$ cat config.mk
export PLATFORM = sky130hd
export DESIGN_NAME = vpi_out
export DESIGN_NICKNAME = d
export VERILOG_FILES = /design/src/core/vpi_pkg.sv /design/src/core/vpi_ctrl_filt.sv /design/src/core/vpi_fifo.sv /design/src/core/vpi_out.sv
export VERILOG_INCLUDE_DIRS = /design/src /design/src/core
export SDC_FILE = /design/constraint.sdc
export NUM_CORES = 1
export LEC_CHECK = 0
export BUFFER_PORTS_ARGS = -buffer_cell sky130_fd_sc_hd__buf_2
export CAP_MARGIN = 0
export CORE_UTILIZATION = 55
export CTS_CLUSTER_DIAMETER = 60
export CTS_CLUSTER_SIZE = 16
export DETAILED_ROUTE_END_ITERATION = 8
export PLACE_DENSITY = 0.75
export SYNTH_ARGS = -nofsm -noshare
export SYNTH_HDL_FRONTEND = slang
export SYNTH_SLANG_ARGS = --single-unit
$ cat constraint.sdc
create_clock -name clk -period 4.2 [get_ports clk]
set_input_delay 0 -clock clk [delete_from_list [all_inputs] [get_ports clk]]
set_output_delay 0 -clock clk [all_outputs]
set_load 0.02 [all_outputs]
$ cat src/core/vpi_params.svh
// Register offsets, field positions, reset values and counts of the video output block
`ifndef VPI_PARAMS_SVH
`define VPI_PARAMS_SVH

`define VPI_ADDR_W       4
`define VPI_ADDR_CFG     4'h0
`define VPI_ADDR_GPO     4'h4
`define VPI_ADDR_GPIO    4'h8
`define VPI_ADDR_STAT    4'hC

`define VPI_CFG_W        10
`define VPI_CFG_RST      10'h002
`define VPI_CFG_EDGE     0
`define VPI_CFG_FILT     1
`define VPI_CFG_MCLK_LO  2
`define VPI_CFG_MCLK_HI  3
`define VPI_CFG_MODE18   4
`define VPI_CFG_GPIO     5
`define VPI_CFG_AUDB     6
`define VPI_CFG_GPO4     7
`define VPI_CFG_GPO5     8
`define VPI_CFG_GPOAUD   9

`define VPI_GPO_W        5
`define VPI_GPO_RST      5'h00
`define VPI_GPIO_W       8
`define VPI_GPIO_RST     8'h00

`define VPI_PIX_W        27
`define VPI_FIFO_DEPTH   8

`define VPI_FILT_MIN     2'h3
`define VPI_TR_WIN       8'h82
`define VPI_AGE_MAX      8'hFF
`define VPI_WORD_LAST    4'hF

`endif

$ cat src/core/vpi_pkg.sv
// Types shared by the video output block
package vpi_pkg;
   typedef enum logic [1:0] {MCLK_X1, MCLK_X2, MCLK_X4} vpi_mclk_t;
   typedef enum logic [1:0] {OUT_OFF, OUT_IDLE, OUT_LIVE} vpi_out_st_t;
endpackage
$ cat src/core/vpi_ctrl_filt.sv
// Minimum pulse filter and transition rate limiter for one video control line
`timescale 1ns/1ps
`include "vpi_params.svh"
module vpi_ctrl_filt #(
   parameter int MAX_TR = 2
) (
   // Clock and reset
   input  wire logic clk,
   input  wire logic rst_n,
   // Control
   input  wire logic tick,
   input  wire logic filt_en,
   // Level in and out
   input  wire logic din,
   output logic      dout
);
   logic       in_r;
   logic       in_nxt;
   logic [1:0] stab_r;
   logic [1:0] stab_nxt;
   logic       out_r;
   logic       out_nxt;
   logic [7:0] age0_r;
   logic [7:0] age0_nxt;
   logic [7:0] age1_r;
   logic [7:0] age1_nxt;
   logic       cand;
   logic       allow;

   assign dout = out_r;

   always_comb begin
      in_nxt   = in_r;
      stab_nxt = stab_r;
      out_nxt  = out_r;
      age0_nxt = age0_r;
      age1_nxt = age1_r;
      // Short pulses are dropped only while filtering
      cand = (!filt_en || stab_r >= `VPI_FILT_MIN) ? in_r : out_r;
      allow = (MAX_TR == 1) ? (age0_r >= `VPI_TR_WIN)
                            : (age1_r >= `VPI_TR_WIN);
      if (tick) begin
         in_nxt = din;
         if (din != in_r) begin
            stab_nxt = 2'h1;
         end else if (stab_r != `VPI_FILT_MIN) begin
            stab_nxt = stab_r + 2'h1;
         end
         if (age0_r != `VPI_AGE_MAX) begin
            age0_nxt = age0_r + 8'h01;
         end
         if (age1_r != `VPI_AGE_MAX) begin
            age1_nxt = age1_r + 8'h01;
         end
         // A change held back is taken once allowed, but only if the input still holds it then
         if (cand != out_r && allow) begin
            out_nxt  = cand;
            age1_nxt = age0_r;
            age0_nxt = 8'h00;
         end
      end
   end

   always_ff @(posedge clk) begin
      if (!rst_n) begin
         in_r   <= 1'b0;
         stab_r <= 2'h0;
         out_r  <= 1'b0;
         age0_r <= `VPI_AGE_MAX;
         age1_r <= `VPI_AGE_MAX;
      end else begin
         in_r   <= in_nxt;
         stab_r <= stab_nxt;
         out_r  <= out_nxt;
         age0_r <= age0_nxt;
         age1_r <= age1_nxt;
      end
   end
endmodule

$ cat src/core/vpi_fifo.sv
// Pixel word FIFO with valid and ready on both sides
`timescale 1ns/1ps
module vpi_fifo #(
   parameter int W = 27,
   parameter int D = 8
) (
   // Clock and reset
   input  wire logic         clk,
   input  wire logic         rst_n,
   // Fill side
   input  wire logic         in_valid,
   output logic              in_ready,
   input  wire logic [W-1:0] in_data,
   // Drain side
   output logic              out_valid,
   input  wire logic         out_ready,
   output logic [W-1:0]      out_data
);
   localparam int AW = $clog2(D);

   logic [W-1:0] mem [D];
   logic [AW:0]  wp_r;
   logic [AW:0]  wp_nxt;
   logic [AW:0]  rp_r;
   logic [AW:0]  rp_nxt;
   logic         full;
   logic         empty;

   // Extra pointer bit tells full from empty
   assign empty     = (wp_r == rp_r);
   assign full      = (wp_r[AW] != rp_r[AW]) && (wp_r[AW-1:0] == rp_r[AW-1:0]);
   assign in_ready  = !full;
   assign out_valid = !empty;
   assign out_data  = mem[rp_r[AW-1:0]];

   always_comb begin
      wp_nxt = wp_r;
      rp_nxt = rp_r;
      if (in_valid && !full) begin
         wp_nxt = wp_r + (AW+1)'(1);
      end
      if (out_ready && !empty) begin
         rp_nxt = rp_r + (AW+1)'(1);
      end
   end

   always_ff @(posedge clk) begin
      if (!rst_n) begin
         wp_r <= '0;
         rp_r <= '0;
      end else begin
         wp_r <= wp_nxt;
         rp_r <= rp_nxt;
      end
   end

   // Storage needs no reset, only pointers do
   always_ff @(posedge clk) begin
      if (in_valid && !full) begin
         mem[wp_r[AW-1:0]] <= in_data;
      end
   end
endmodule

$ cat src/core/vpi_out.sv
// Parallel video and audio output side with shared pin functions
//
// Chosen here: the strobed register port and the placing of the registers.
`timescale 1ns/1ps
`include "vpi_params.svh"
module vpi_out (
   // Clock and reset
   input  wire logic                   clk,
   input  wire logic                   rst_n,
   // Recovered pixel stream
   input  wire logic                   px_in_valid,
   output logic                        px_in_ready,
   input  wire logic [23:0]            px_in_rgb,
   input  wire logic                   px_in_line_sync,
   input  wire logic                   px_in_frame_sync,
   input  wire logic                   px_in_pixel_valid,
   // Recovered audio bits
   input  wire logic                   aud_in_a,
   input  wire logic                   aud_in_b,
   // Link status
   input  wire logic                   pll_locked,
   input  wire logic                   payload_error,
   // Control pins
   input  wire logic                   power_down_n,
   input  wire logic                   output_enable_pin,
   input  wire logic                   output_sleep_select,
   input  wire logic                   mode_sel_18bit,
   input  wire logic                   self_test_enable,
   input  wire logic                   interrupt_input,
   // Register port
   input  wire logic [`VPI_ADDR_W-1:0] reg_addr,
   input  wire logic [31:0]            reg_wdata,
   input  wire logic                   reg_wr,
   input  wire logic                   reg_rd,
   output logic [31:0]                 reg_rdata,
   // Colour pins, R in 23:16, G in 15:8, B in 7:0
   output logic [23:0]                 rgb_out,
   output logic [23:0]                 rgb_oe_n,
   input  wire logic [23:0]            rgb_pin_in,
   // Video control pins
   output logic                        line_sync,
   output logic                        frame_sync,
   output logic                        pixel_valid,
   output logic                        pixel_clk_out,
   output logic                        ctl_oe_n,
   // Audio pins
   output logic                        audio_bit_clk,
   output logic                        audio_word_select,
   output logic                        audio_data_first,
   output logic                        audio_master_clk,
   output logic                        audio_oe_n,
   // Status pins
   output logic                        lock,
   output logic                        pass,
   output logic                        self_test_active,
   output logic                        clock_recovery_en
);
   logic [`VPI_CFG_W-1:0]  cfg_r;
   logic [`VPI_CFG_W-1:0]  cfg_nxt;
   logic [`VPI_GPO_W-1:0]  gpo_r;
   logic [`VPI_GPO_W-1:0]  gpo_nxt;
   logic [`VPI_GPIO_W-1:0] gpio_r;
   logic [`VPI_GPIO_W-1:0] gpio_nxt;
   logic [31:0]            rdata_r;
   logic [31:0]            rdata_nxt;
   logic                   strap_done_r;
   logic                   strap_oen_r;
   logic                   strap_oss_r;
   logic                   pclk_r;
   logic                   pclk_nxt;
   logic                   tick;
   vpi_pkg::vpi_out_st_t   st_r;
   vpi_pkg::vpi_out_st_t   st_nxt;
   logic                   fifo_valid;
   logic                   fifo_ready;
   logic [`VPI_PIX_W-1:0]  fifo_data;
   logic [7:0]             pat_r;
   logic [7:0]             pat_nxt;
   logic [23:0]            rgb_a_r;
   logic [23:0]            rgb_b_r;
   logic [23:0]            rgb_c_r;
   logic [23:0]            rgb_a_nxt;
   logic [2:0]             ctl_a_r;
   logic [2:0]             ctl_a_nxt;
   logic                   ls_f;
   logic                   fs_f;
   logic                   pv_f;
   logic [2:0]             acnt_r;
   logic [2:0]             acnt_nxt;
   logic [3:0]             bitn_r;
   logic [3:0]             bitn_nxt;
   logic                   ws_r;
   logic                   ws_nxt;
   logic                   da_r;
   logic                   da_nxt;
   logic                   db_r;
   logic                   db_nxt;
   logic                   mclk_r;
   logic                   mclk_nxt;
   logic                   pass_r;
   logic                   pass_nxt;
   logic                   lock_r;
   logic [23:0]            orgb_r;
   logic [23:0]            orgb_nxt;
   logic [23:0]            ooe_r;
   logic [23:0]            ooe_nxt;
   logic [2:0]             octl_r;
   logic [2:0]             octl_nxt;
   logic [3:0]             oaud_r;
   logic [3:0]             oaud_nxt;
   logic                   octl_oe_r;
   logic                   octl_oe_nxt;
   logic                   mode18;
   logic                   gpio_mode;
   logic                   audb_mode;
   logic                   filt_en;

   assign mode18    = mode_sel_18bit | cfg_r[`VPI_CFG_MODE18];
   assign gpio_mode = mode18 & cfg_r[`VPI_CFG_GPIO];
   assign audb_mode = mode18 & cfg_r[`VPI_CFG_AUDB];
   assign filt_en   = cfg_r[`VPI_CFG_FILT];

   // Pixel clock out toggles every clock while live, else held low; data moves when it takes the
   // level picked by the edge select bit
   assign pclk_nxt = !pclk_r;
   assign tick     = (st_r == vpi_pkg::OUT_LIVE)
                     && (pclk_nxt == cfg_r[`VPI_CFG_EDGE]);
   // Drain stalls when not live, so the FIFO fills and stops the source
   assign fifo_ready = tick && !self_test_enable;

   vpi_fifo #(
      .W (`VPI_PIX_W),
      .D (`VPI_FIFO_DEPTH)
   ) u_fifo (
      .clk       (clk),
      .rst_n     (rst_n),
      .in_valid  (px_in_valid),
      .in_ready  (px_in_ready),
      .in_data   ({px_in_frame_sync, px_in_line_sync, px_in_pixel_valid,
                   px_in_rgb}),
      .out_valid (fifo_valid),
      .out_ready (fifo_ready),
      .out_data  (fifo_data)
   );

   vpi_ctrl_filt #(.MAX_TR(2)) u_ls (
      .clk     (clk),
      .rst_n   (rst_n),
      .tick    (tick),
      .filt_en (filt_en),
      .din     (ctl_a_r[1]),
      .dout    (ls_f)
   );

   vpi_ctrl_filt #(.MAX_TR(2)) u_pv (
      .clk     (clk),
      .rst_n   (rst_n),
      .tick    (tick),
      .filt_en (filt_en),
      .din     (ctl_a_r[0]),
      .dout    (pv_f)
   );

   // Frame sync is never pulse filtered, only rate limited
   vpi_ctrl_filt #(.MAX_TR(1)) u_fs (
      .clk     (clk),
      .rst_n   (rst_n),
      .tick    (tick),
      .filt_en (1'b0),
      .din     (ctl_a_r[2]),
      .dout    (fs_f)
   );

   // Register port, output state and pixel path
   always_comb begin
      cfg_nxt   = cfg_r;
      gpo_nxt   = gpo_r;
      gpio_nxt  = gpio_r;
      rdata_nxt = 32'h0000_0000;
      if (reg_wr) begin
         unique case (reg_addr)
            `VPI_ADDR_CFG:  cfg_nxt  = reg_wdata[`VPI_CFG_W-1:0];
            `VPI_ADDR_GPO:  gpo_nxt  = reg_wdata[`VPI_GPO_W-1:0];
            `VPI_ADDR_GPIO: gpio_nxt = reg_wdata[`VPI_GPIO_W-1:0];
            default:        ;
         endcase
      end
      if (reg_rd) begin
         unique case (reg_addr)
            `VPI_ADDR_CFG:  rdata_nxt = {22'h0, cfg_r};
            `VPI_ADDR_GPO:  rdata_nxt = {27'h0, gpo_r};
            `VPI_ADDR_GPIO: rdata_nxt = {24'h0, gpio_r};
            `VPI_ADDR_STAT: rdata_nxt = {22'h0, self_test_enable,
                                          interrupt_input, !px_in_ready,
                                          rgb_pin_in[9], rgb_pin_in[8],
                                          rgb_pin_in[17], rgb_pin_in[16],
                                          mode18, pass_r, lock_r};
            default:        rdata_nxt = 32'h0000_0000;
         endcase
      end
      if (!power_down_n) begin
         st_nxt = vpi_pkg::OUT_OFF;
      end else if (!pll_locked) begin
         st_nxt = vpi_pkg::OUT_IDLE;
      end else begin
         st_nxt = vpi_pkg::OUT_LIVE;
      end
      rgb_a_nxt = rgb_a_r;
      ctl_a_nxt = ctl_a_r;
      pat_nxt   = pat_r;
      if (tick) begin
         if (self_test_enable) begin
            pat_nxt   = pat_r + 8'h01;
            rgb_a_nxt = {pat_r, ~pat_r, pat_r};
            ctl_a_nxt = 3'h1;
         end else if (fifo_valid) begin
            rgb_a_nxt = fifo_data[23:0];
            ctl_a_nxt = fifo_data[26:24];
         end else begin
            ctl_a_nxt = {ctl_a_r[2:1], 1'b0};
         end
      end
      // Pass drops on error and rearms when the link is lost
      pass_nxt = pass_r;
      if (st_r != vpi_pkg::OUT_LIVE) begin
         pass_nxt = 1'b1;
      end
      if (payload_error && st_r == vpi_pkg::OUT_LIVE) begin
         pass_nxt = 1'b0;
      end
   end

   // Audio clocks and serial data
   always_comb begin
      acnt_nxt = acnt_r;
      bitn_nxt = bitn_r;
      ws_nxt   = ws_r;
      da_nxt   = da_r;
      db_nxt   = db_r;
      if (st_r != vpi_pkg::OUT_OFF) begin
         acnt_nxt = acnt_r + 3'h1;
         // New bit on the falling bit clock edge
         if (acnt_r == 3'h7) begin
            bitn_nxt = bitn_r + 4'h1;
            da_nxt   = aud_in_a;
            db_nxt   = aud_in_b;
            if (bitn_r == `VPI_WORD_LAST) begin
               ws_nxt = !ws_r;
            end
         end
      end
      unique case (vpi_pkg::vpi_mclk_t'(cfg_r[`VPI_CFG_MCLK_HI:
                                               `VPI_CFG_MCLK_LO]))
         vpi_pkg::MCLK_X1: mclk_nxt = acnt_nxt[2];
         vpi_pkg::MCLK_X2: mclk_nxt = acnt_nxt[1];
         vpi_pkg::MCLK_X4: mclk_nxt = acnt_nxt[0];
         default:          mclk_nxt = acnt_nxt[2];
      endcase
   end

   // Pin assembly: drive state first, shared functions laid over it
   always_comb begin
      orgb_nxt    = rgb_c_r;
      octl_nxt    = {fs_f, ls_f, pv_f};
      oaud_nxt    = {acnt_nxt[2], ws_nxt, da_nxt, db_nxt};
      ooe_nxt     = 24'h00_0000;
      octl_oe_nxt = 1'b0;
      unique case (st_r)
         vpi_pkg::OUT_OFF: begin
            orgb_nxt    = 24'h00_0000;
            octl_nxt    = 3'h0;
            oaud_nxt    = 4'h0;
            ooe_nxt     = 24'hFF_FFFF;
            octl_oe_nxt = 1'b1;
         end
         vpi_pkg::OUT_IDLE: begin
            // Sleep select keeps the last level, else drive low
            orgb_nxt    = strap_oss_r ? orgb_r : 24'h00_0000;
            octl_nxt    = strap_oss_r ? octl_r : 3'h0;
            oaud_nxt    = strap_oss_r ? oaud_r : 4'h0;
            ooe_nxt     = {24{!strap_oen_r}};
            octl_oe_nxt = !strap_oen_r;
         end
         vpi_pkg::OUT_LIVE: ;
      endcase
      if (st_r != vpi_pkg::OUT_OFF) begin
         if (gpio_mode) begin
            orgb_nxt[16] = gpio_r[0];
            orgb_nxt[17] = gpio_r[1];
            orgb_nxt[8]  = gpio_r[2];
            orgb_nxt[9]  = gpio_r[3];
            ooe_nxt[16]  = !gpio_r[4];
            ooe_nxt[17]  = !gpio_r[5];
            ooe_nxt[8]   = !gpio_r[6];
            ooe_nxt[9]   = !gpio_r[7];
         end
         if (cfg_r[`VPI_CFG_GPO4]) begin
            orgb_nxt[0] = gpo_r[0];
            ooe_nxt[0]  = 1'b0;
         end
         if (audb_mode) begin
            orgb_nxt[1] = oaud_nxt[0];
            ooe_nxt[1]  = 1'b0;
         end else if (cfg_r[`VPI_CFG_GPO5]) begin
            orgb_nxt[1] = gpo_r[1];
            ooe_nxt[1]  = 1'b0;
         end
         if (cfg_r[`VPI_CFG_GPOAUD]) begin
            oaud_nxt[3:1] = gpo_r[4:2];
         end
      end
   end

   always_ff @(posedge clk) begin
      if (!rst_n) begin
         cfg_r     <= `VPI_CFG_RST;
         gpo_r     <= `VPI_GPO_RST;
         gpio_r    <= `VPI_GPIO_RST;
         rdata_r   <= 32'h0000_0000;
         st_r      <= vpi_pkg::OUT_OFF;
         pclk_r    <= 1'b0;
         pat_r     <= 8'h00;
         rgb_a_r   <= 24'h00_0000;
         rgb_b_r   <= 24'h00_0000;
         rgb_c_r   <= 24'h00_0000;
         ctl_a_r   <= 3'h0;
         acnt_r    <= 3'h0;
         bitn_r    <= 4'h0;
         ws_r      <= 1'b0;
         da_r      <= 1'b0;
         db_r      <= 1'b0;
         mclk_r    <= 1'b0;
         pass_r    <= 1'b1;
         lock_r    <= 1'b0;
         orgb_r    <= 24'h00_0000;
         ooe_r     <= 24'hFF_FFFF;
         octl_r    <= 3'h0;
         oaud_r    <= 4'h0;
         octl_oe_r <= 1'b1;
      end else begin
         cfg_r     <= cfg_nxt;
         gpo_r     <= gpo_nxt;
         gpio_r    <= gpio_nxt;
         rdata_r   <= rdata_nxt;
         st_r      <= st_nxt;
         pclk_r    <= (st_r == vpi_pkg::OUT_LIVE) ? pclk_nxt : 1'b0;
         pat_r     <= pat_nxt;
         rgb_a_r   <= rgb_a_nxt;
         // Colour follows the two-stage control filter latency
         rgb_b_r   <= tick ? rgb_a_r : rgb_b_r;
         rgb_c_r   <= tick ? rgb_b_r : rgb_c_r;
         ctl_a_r   <= ctl_a_nxt;
         acnt_r    <= acnt_nxt;
         bitn_r    <= bitn_nxt;
         ws_r      <= ws_nxt;
         da_r      <= da_nxt;
         db_r      <= db_nxt;
         mclk_r    <= (st_r == vpi_pkg::OUT_OFF) ? 1'b0 : mclk_nxt;
         pass_r    <= pass_nxt;
         lock_r    <= (st_nxt == vpi_pkg::OUT_LIVE);
         orgb_r    <= orgb_nxt;
         ooe_r     <= ooe_nxt;
         octl_r    <= octl_nxt;
         oaud_r    <= oaud_nxt;
         octl_oe_r <= octl_oe_nxt;
      end
   end

   // Straps are caught once, on the first edge after reset release
   always_ff @(posedge clk) begin
      if (!rst_n) begin
         strap_done_r <= 1'b0;
         strap_oen_r  <= 1'b0;
         strap_oss_r  <= 1'b0;
      end else if (!strap_done_r) begin
         strap_done_r <= 1'b1;
         strap_oen_r  <= output_enable_pin;
         strap_oss_r  <= output_sleep_select;
      end
   end

   assign reg_rdata         = rdata_r;
   assign rgb_out           = orgb_r;
   assign rgb_oe_n          = ooe_r;
   assign frame_sync        = octl_r[2];
   assign line_sync         = octl_r[1];
   assign pixel_valid       = octl_r[0];
   assign ctl_oe_n          = octl_oe_r;
   assign pixel_clk_out     = pclk_r;
   assign audio_bit_clk     = oaud_r[3];
   assign audio_word_select = oaud_r[2];
   assign audio_data_first  = oaud_r[1];
   assign audio_master_clk  = mclk_r;
   assign audio_oe_n        = octl_oe_r;
   assign lock              = lock_r;
   assign pass              = pass_r;
   assign self_test_active  = self_test_enable;
   assign clock_recovery_en = power_down_n;
endmodule

==> Implementation_results.wiki <==
{| class="wikitable"
! Metric !! Value
|-
| Status || finished, final reports clean
|-
| Leakage || 7.369 nW
|-
| Max Fclk || between 300 and 400 MHz
|-
| Arrival time of data at the critical path endpoint || a little under 3 ns
|-
| Type of element launching the critical path || flop
|-
| Buffer type at the clock tree root || sky130_fd_sc_hd__clkbuf_16
|-
| Final Cycle Share || between 60% and 70%
|-
| Cell count of the worst reg-to-reg path || 5
|-
| CTS max path bufs || 3
|-
| Endpoint kind of the worst setup timing path || flop
|-
| Setup TNS after final layout || 0 ns
|-
| Core region area || 31960 um2
|-
| Vias in the first global route || 11.62k
|-
| Type of the worst setup path || reg2reg
|-
| Synthesized area divided by synthesized cell count || 12.12 um2
|-
| Most used flip-flop cell after synthesis || sky130_fd_sc_hd__dfxtp_1
|-
| Count of pins on the block boundary || roughly 200
|-
| Vertical die dimension || around 180 um
|-
| Leading cell types by total area after synthesis || sky130_fd_sc_hd__edfxtp_1 36%, sky130_fd_sc_hd__dfxtp_1 26%, sky130_fd_sc_hd__mux4_2 7.2%
|-
| DR pass1 iterations || 7
|-
| Critical R2R Capture || u_fifo.mem[1][9]
|-
| Final setup vio count || 0
|-
| Worst max-slew margin expressed relative to the limit || roughly a quarter
|-
| Count of buffers inserted at the top-level ports || between 100 and 150
|-
| Internal power || roughly 6.5 mW
|-
| Count of vias placed by the detailed router || between 10k and 15k
|-
| Maximum vdd drop || approximately 0.39 mV
|-
| Register share of total power || a little under three fifths
|-
| Worst-path fanout max || 17
|-
| Drt initial violations || about 1.1k
|-
| Total detailed-routing wirelength || 39400 um
|-
| Global-route congestion overflow total || 0
|-
| Worst clock skew || roughly 0.026 ns
|-
| Max-slew violation count || 0
|-
| Count of unique library cells instantiated by Yosys || between 60 and 70
|-
| Area of the mapped netlist || 18060 um2
|-
| Cell accounting for the most synthesized area || sky130_fd_sc_hd__edfxtp_1
|-
| Starting Density || roughly 57%
|-
| Tightest Pin Transition || between 1 and 1.5 ns
|-
| First-pass GRT wire length || approximately 62000 um
|-
| DRT antenna net count || 0
|-
| Count of flip-flops with a built-in enable after synthesis || about 220
|-
| RSZ-0062 raised after global routing || false
|-
| Clock-pin slew of the registers on the worst-case setup and hold paths || about 0.070 ns
|-
| Fraction of post-synthesis cell area in the top cell type by area || between 30% and 40%
|-
| Net switching share of the total power || about 22%
|-
| Post-synthesis sequential element count || between 400 and 500
|-
| Count of buffers added by post-CTS timing repair for setup || 0
|-
| GRT Overall Usage || 23.43%
|-
| Area growth from synthesis to final layout || 13.71%
|-
| Number of vias per cell after detailed routing || between 5 and 6
|-
| Largest net degree at the start of global routing || 87
|-
| Cell chain of the critical path || xor2_1, o41ai_1, or2_2, nor2_2, buf_4
|-
| Sw power || ~1.8 mW
|-
| Floorplan die width || 183.2 um
|-
| Max stage delay cell, worst path || sky130_fd_sc_hd__nor2_2
|-
| Register-to-register setup slack || roughly 1.5 ns
|-
| Clock buffer count from CTS || 36
|-
| Routed length per instance || approximately 19 um
|-
| Fraction of layout instances using a drive strength above 1 || between 10% and 20%
|-
| Combinational share of power || between 4 and 5%
|-
| Critical Path RT || ~4.4 ns
|-
| DRC Markers || 0
|-
| Overall die area || 33560 um2
|-
| Yosys warning count || 0
|-
| Antenna violations before repair || 1
|-
| Half-perimeter wire length of the detailed placement result || ~24000 um
|-
| Relative contribution of the clock network to total power || between 30% and 40%
|-
| Final layout net count || ~1.8k
|-
| CTS Sinks || approximately 450
|-
| Number of violations of the max-capacitance limit || 0
|-
| Cell Area, Placed || 18860 um2
|-
| Time the final worst path needs with I/O delays and setup || 2.732 ns
|-
| Std-Cell Rows || 65
|-
| Clock network latency to the later pin of the worst-skew pair || roughly 0.54 ns
|-
| Async S/R FF share, synth || 0%
|-
| Power per standard cell area || ~400 nW/um2
|-
| Summed area of non-filler cells in the final layout || a little over 20000 um2
|-
| Register area share after synthesis || about three fifths
|-
| Maximum single-stage delay on the critical path || between 0.5 and 0.6 ns
|-
| Weighted congestion at the end of routability-driven global placement || 0.9189
|-
| Worst setup path endpoint || u_fifo.mem[1][9]
|-
| HP Class || in2reg
|-
| Antenna cells || 0
|-
| Start point of the critical path || u_fifo.wp_r[0]
|-
| Launch point of the worst reg-to-reg path || u_fifo.wp_r[0]
|-
| H-Tree Depth || 2
|-
| TritonCTS clock tree || done
|-
| Synthesized instance count || approximately 1.5k
|-
| Endpoints failing hold || 0
|}
## power by group through the flow
| stage | Combinational (mW) | Clock [mW] | Sequential (mW) |
|---|---|---|---|
| final | 0.363 | 3.21 | 4.67 |
| after floorplan | 0.217 | 0 | 4.77 |
| after detailed placement | 0.316 | 0 | 4.77 |
| after CTS | 0.361 | 3.26 | 4.67 |
| after global routing | 0.391 | 3.42 | 4.68 |
| after global placement | 0.310 | 0 | 4.76 |
## kinds of logic (layout without fill, tap and decap cells)
| kind of cell | Yosys count | after routing | share of synthesized area (%) |
|---|---|---|---|
| and+or+nand+nor | 475 | 475 | 12.12 |
| DFF | 449 | 449 | 61.75 |
| AOI/OAI and AO/OA | 270 | 270 | 9.555 |
| buffers and inverters | 147 | 290 | 4.233 |
| muxes | 96 | 96 | 9.423 |
| xor gates and xnor gates | 34 | 34 | 1.649 |
| adders and majority gates | 18 | 18 | 1.247 |
| other | 1 | 22 | 0.02077 |
## worst min path at each step
stage               start           end  slack, ns  cells after the start
2_1_floorplan       rst_n  strap_done_r       0.03                      0
3_3_place_gp   pll_locked       st_r[0]       0.18                      2
3_5_place_dp   pll_locked       st_r[0]       0.18                      2
4_1_cts            reg_rd  reg_rdata[0]     0.0009                      3
5_1_grt            reg_rd  reg_rdata[0]       0.03                      3
6_report           reg_rd  reg_rdata[0]       0.02                      3
## what timing repair did
action                    CTS  global route
hold buffers               60             0
resized for setup           0             0
hold endpoints to repair  262             0
## flip-flops by register name (all words and copies together), names as in the netlist, 4 cells and up, named ones only
register / flops
pat_r: 8
gpio_r: 8
u_pv.age0_r: 8
bitn_r: 4
u_ls.age0_r: 8
reg_rdata: 10
rgb_c_r: 24
rgb_b_r: 24
u_pv.age1_r: 8
u_fifo.rp_r: 4
rgb_out: 24
u_ls.age1_r: 8
u_fifo.wp_r: 4
rgb_oe_n: 7
gpo_r: 5
cfg_r: 10
u_fs.age0_r: 8
rgb_a_r: 24
u_fifo.mem: 216
oaud_r: 4
## critical path, delay by kind of cell (launching register included)
family | cells | cell delay, ns
buffers and inverters | 1 | 0.42
xor gates and xnor gates | 1 | 0.27
AOI/OAI and AO/OA | 1 | 0.23
DFF | 1 | 0.53
and+or+nand+nor | 2 | 0.96
## synthesized netlist by cell type (20+ instances only)
master / instances
sky130_fd_sc_hd__nor2_1: 107
sky130_fd_sc_hd__nand2_1: 204
sky130_fd_sc_hd__o31ai_1: 24
sky130_fd_sc_hd__a21oi_1: 93
sky130_fd_sc_hd__clkbuf_1: 46
sky130_fd_sc_hd__o21ai_0: 41
sky130_fd_sc_hd__nor3_1: 21
sky130_fd_sc_hd__mux2i_1: 26
sky130_fd_sc_hd__buf_4: 49
sky130_fd_sc_hd__mux4_2: 58
sky130_fd_sc_hd__inv_1: 20
sky130_fd_sc_hd__a22oi_1: 33
sky130_fd_sc_hd__edfxtp_1: 216
sky130_fd_sc_hd__nand3_1: 42
sky130_fd_sc_hd__dfxtp_1: 233
## cell type report
class                      count  area [um2]
multi-input combinational    915        6257
sequential                   449       11150
clock inverter                10       128.9
fill                        2388       11430
clock buffer                  47       942.2
tap                          435       544.3
timing repair buffer         213        1431
inverter                      20       77.57
## metal layers
metal,routed length (um),global-route usage (%),vias up
met3,2734,3.971,75
met1,16290,30.04,5952
met5,9,0,-
li1,-,-,5696
met4,1031,8.000,2
met2,19330,40.30,447
## per-stage QoR
stage | hold WS [ns] | utilization (%) | total power, mW | setup slack, ns | std cells
after CTS | 0.0008676 | 64.25 | 8.290 | 1.430 | 2089
after global placement | 0.1760 | 59.02 | 5.074 | 1.474 | 1972
after floorplan | 0.02772 | - | 4.982 | 0.6976 | 1511
final | 0.02474 | 64.25 | 8.241 | 1.468 | 2089
after global routing | 0.03299 | 64.25 | 8.488 | 1.287 | 2089
after detailed placement | 0.1759 | 59.02 | 5.086 | 1.413 | 1972
## layout by cell type (no fill, tap or decap), types with 5 or more instances in the layout
master                          Yosys  layout
sky130_fd_sc_hd__buf_4             49      20
sky130_fd_sc_hd__nand3_1           42      42
sky130_fd_sc_hd__clkbuf_1          46      11
sky130_fd_sc_hd__o21ai_0           41      41
sky130_fd_sc_hd__dlygate4sd3_1      0      60
sky130_fd_sc_hd__and2_1             8       8
sky130_fd_sc_hd__conb_1             1      22
sky130_fd_sc_hd__o31ai_1           24      24
sky130_fd_sc_hd__a41oi_1            9       9
sky130_fd_sc_hd__or2_2              5       5
sky130_fd_sc_hd__or3_1              6       6
sky130_fd_sc_hd__a211oi_1           9       9
sky130_fd_sc_hd__a2bb2oi_1          5       5
sky130_fd_sc_hd__nand2_1          204     203
sky130_fd_sc_hd__nor2_1           107     100
sky130_fd_sc_hd__and3_1            10      10
sky130_fd_sc_hd__mux4_2            58      58
sky130_fd_sc_hd__nand4_1           14      14
sky130_fd_sc_hd__o22ai_1           19      19
sky130_fd_sc_hd__xnor2_1           15      15
sky130_fd_sc_hd__edfxtp_1         216     216
sky130_fd_sc_hd__nand2b_1          13      13
sky130_fd_sc_hd__o211ai_1           8       8
sky130_fd_sc_hd__nand3b_1           7       7
sky130_fd_sc_hd__mux2i_1           26      26
sky130_fd_sc_hd__xor2_1            19      19
sky130_fd_sc_hd__inv_1             20      19
sky130_fd_sc_hd__nor3_1            21      19
sky130_fd_sc_hd__a22oi_1           33      33
sky130_fd_sc_hd__dfxtp_1          233     231
sky130_fd_sc_hd__a32oi_1            5       5
sky130_fd_sc_hd__a21oi_1           93      93
sky130_fd_sc_hd__mux2_2            12      12
sky130_fd_sc_hd__clkbuf_16          0      36
sky130_fd_sc_hd__ha_1              18      18
sky130_fd_sc_hd__buf_2             11     132
sky130_fd_sc_hd__nor2b_1           15      15
sky130_fd_sc_hd__nor2_2             1       7
Note: power is estimated with default switching activity, not from simulation.
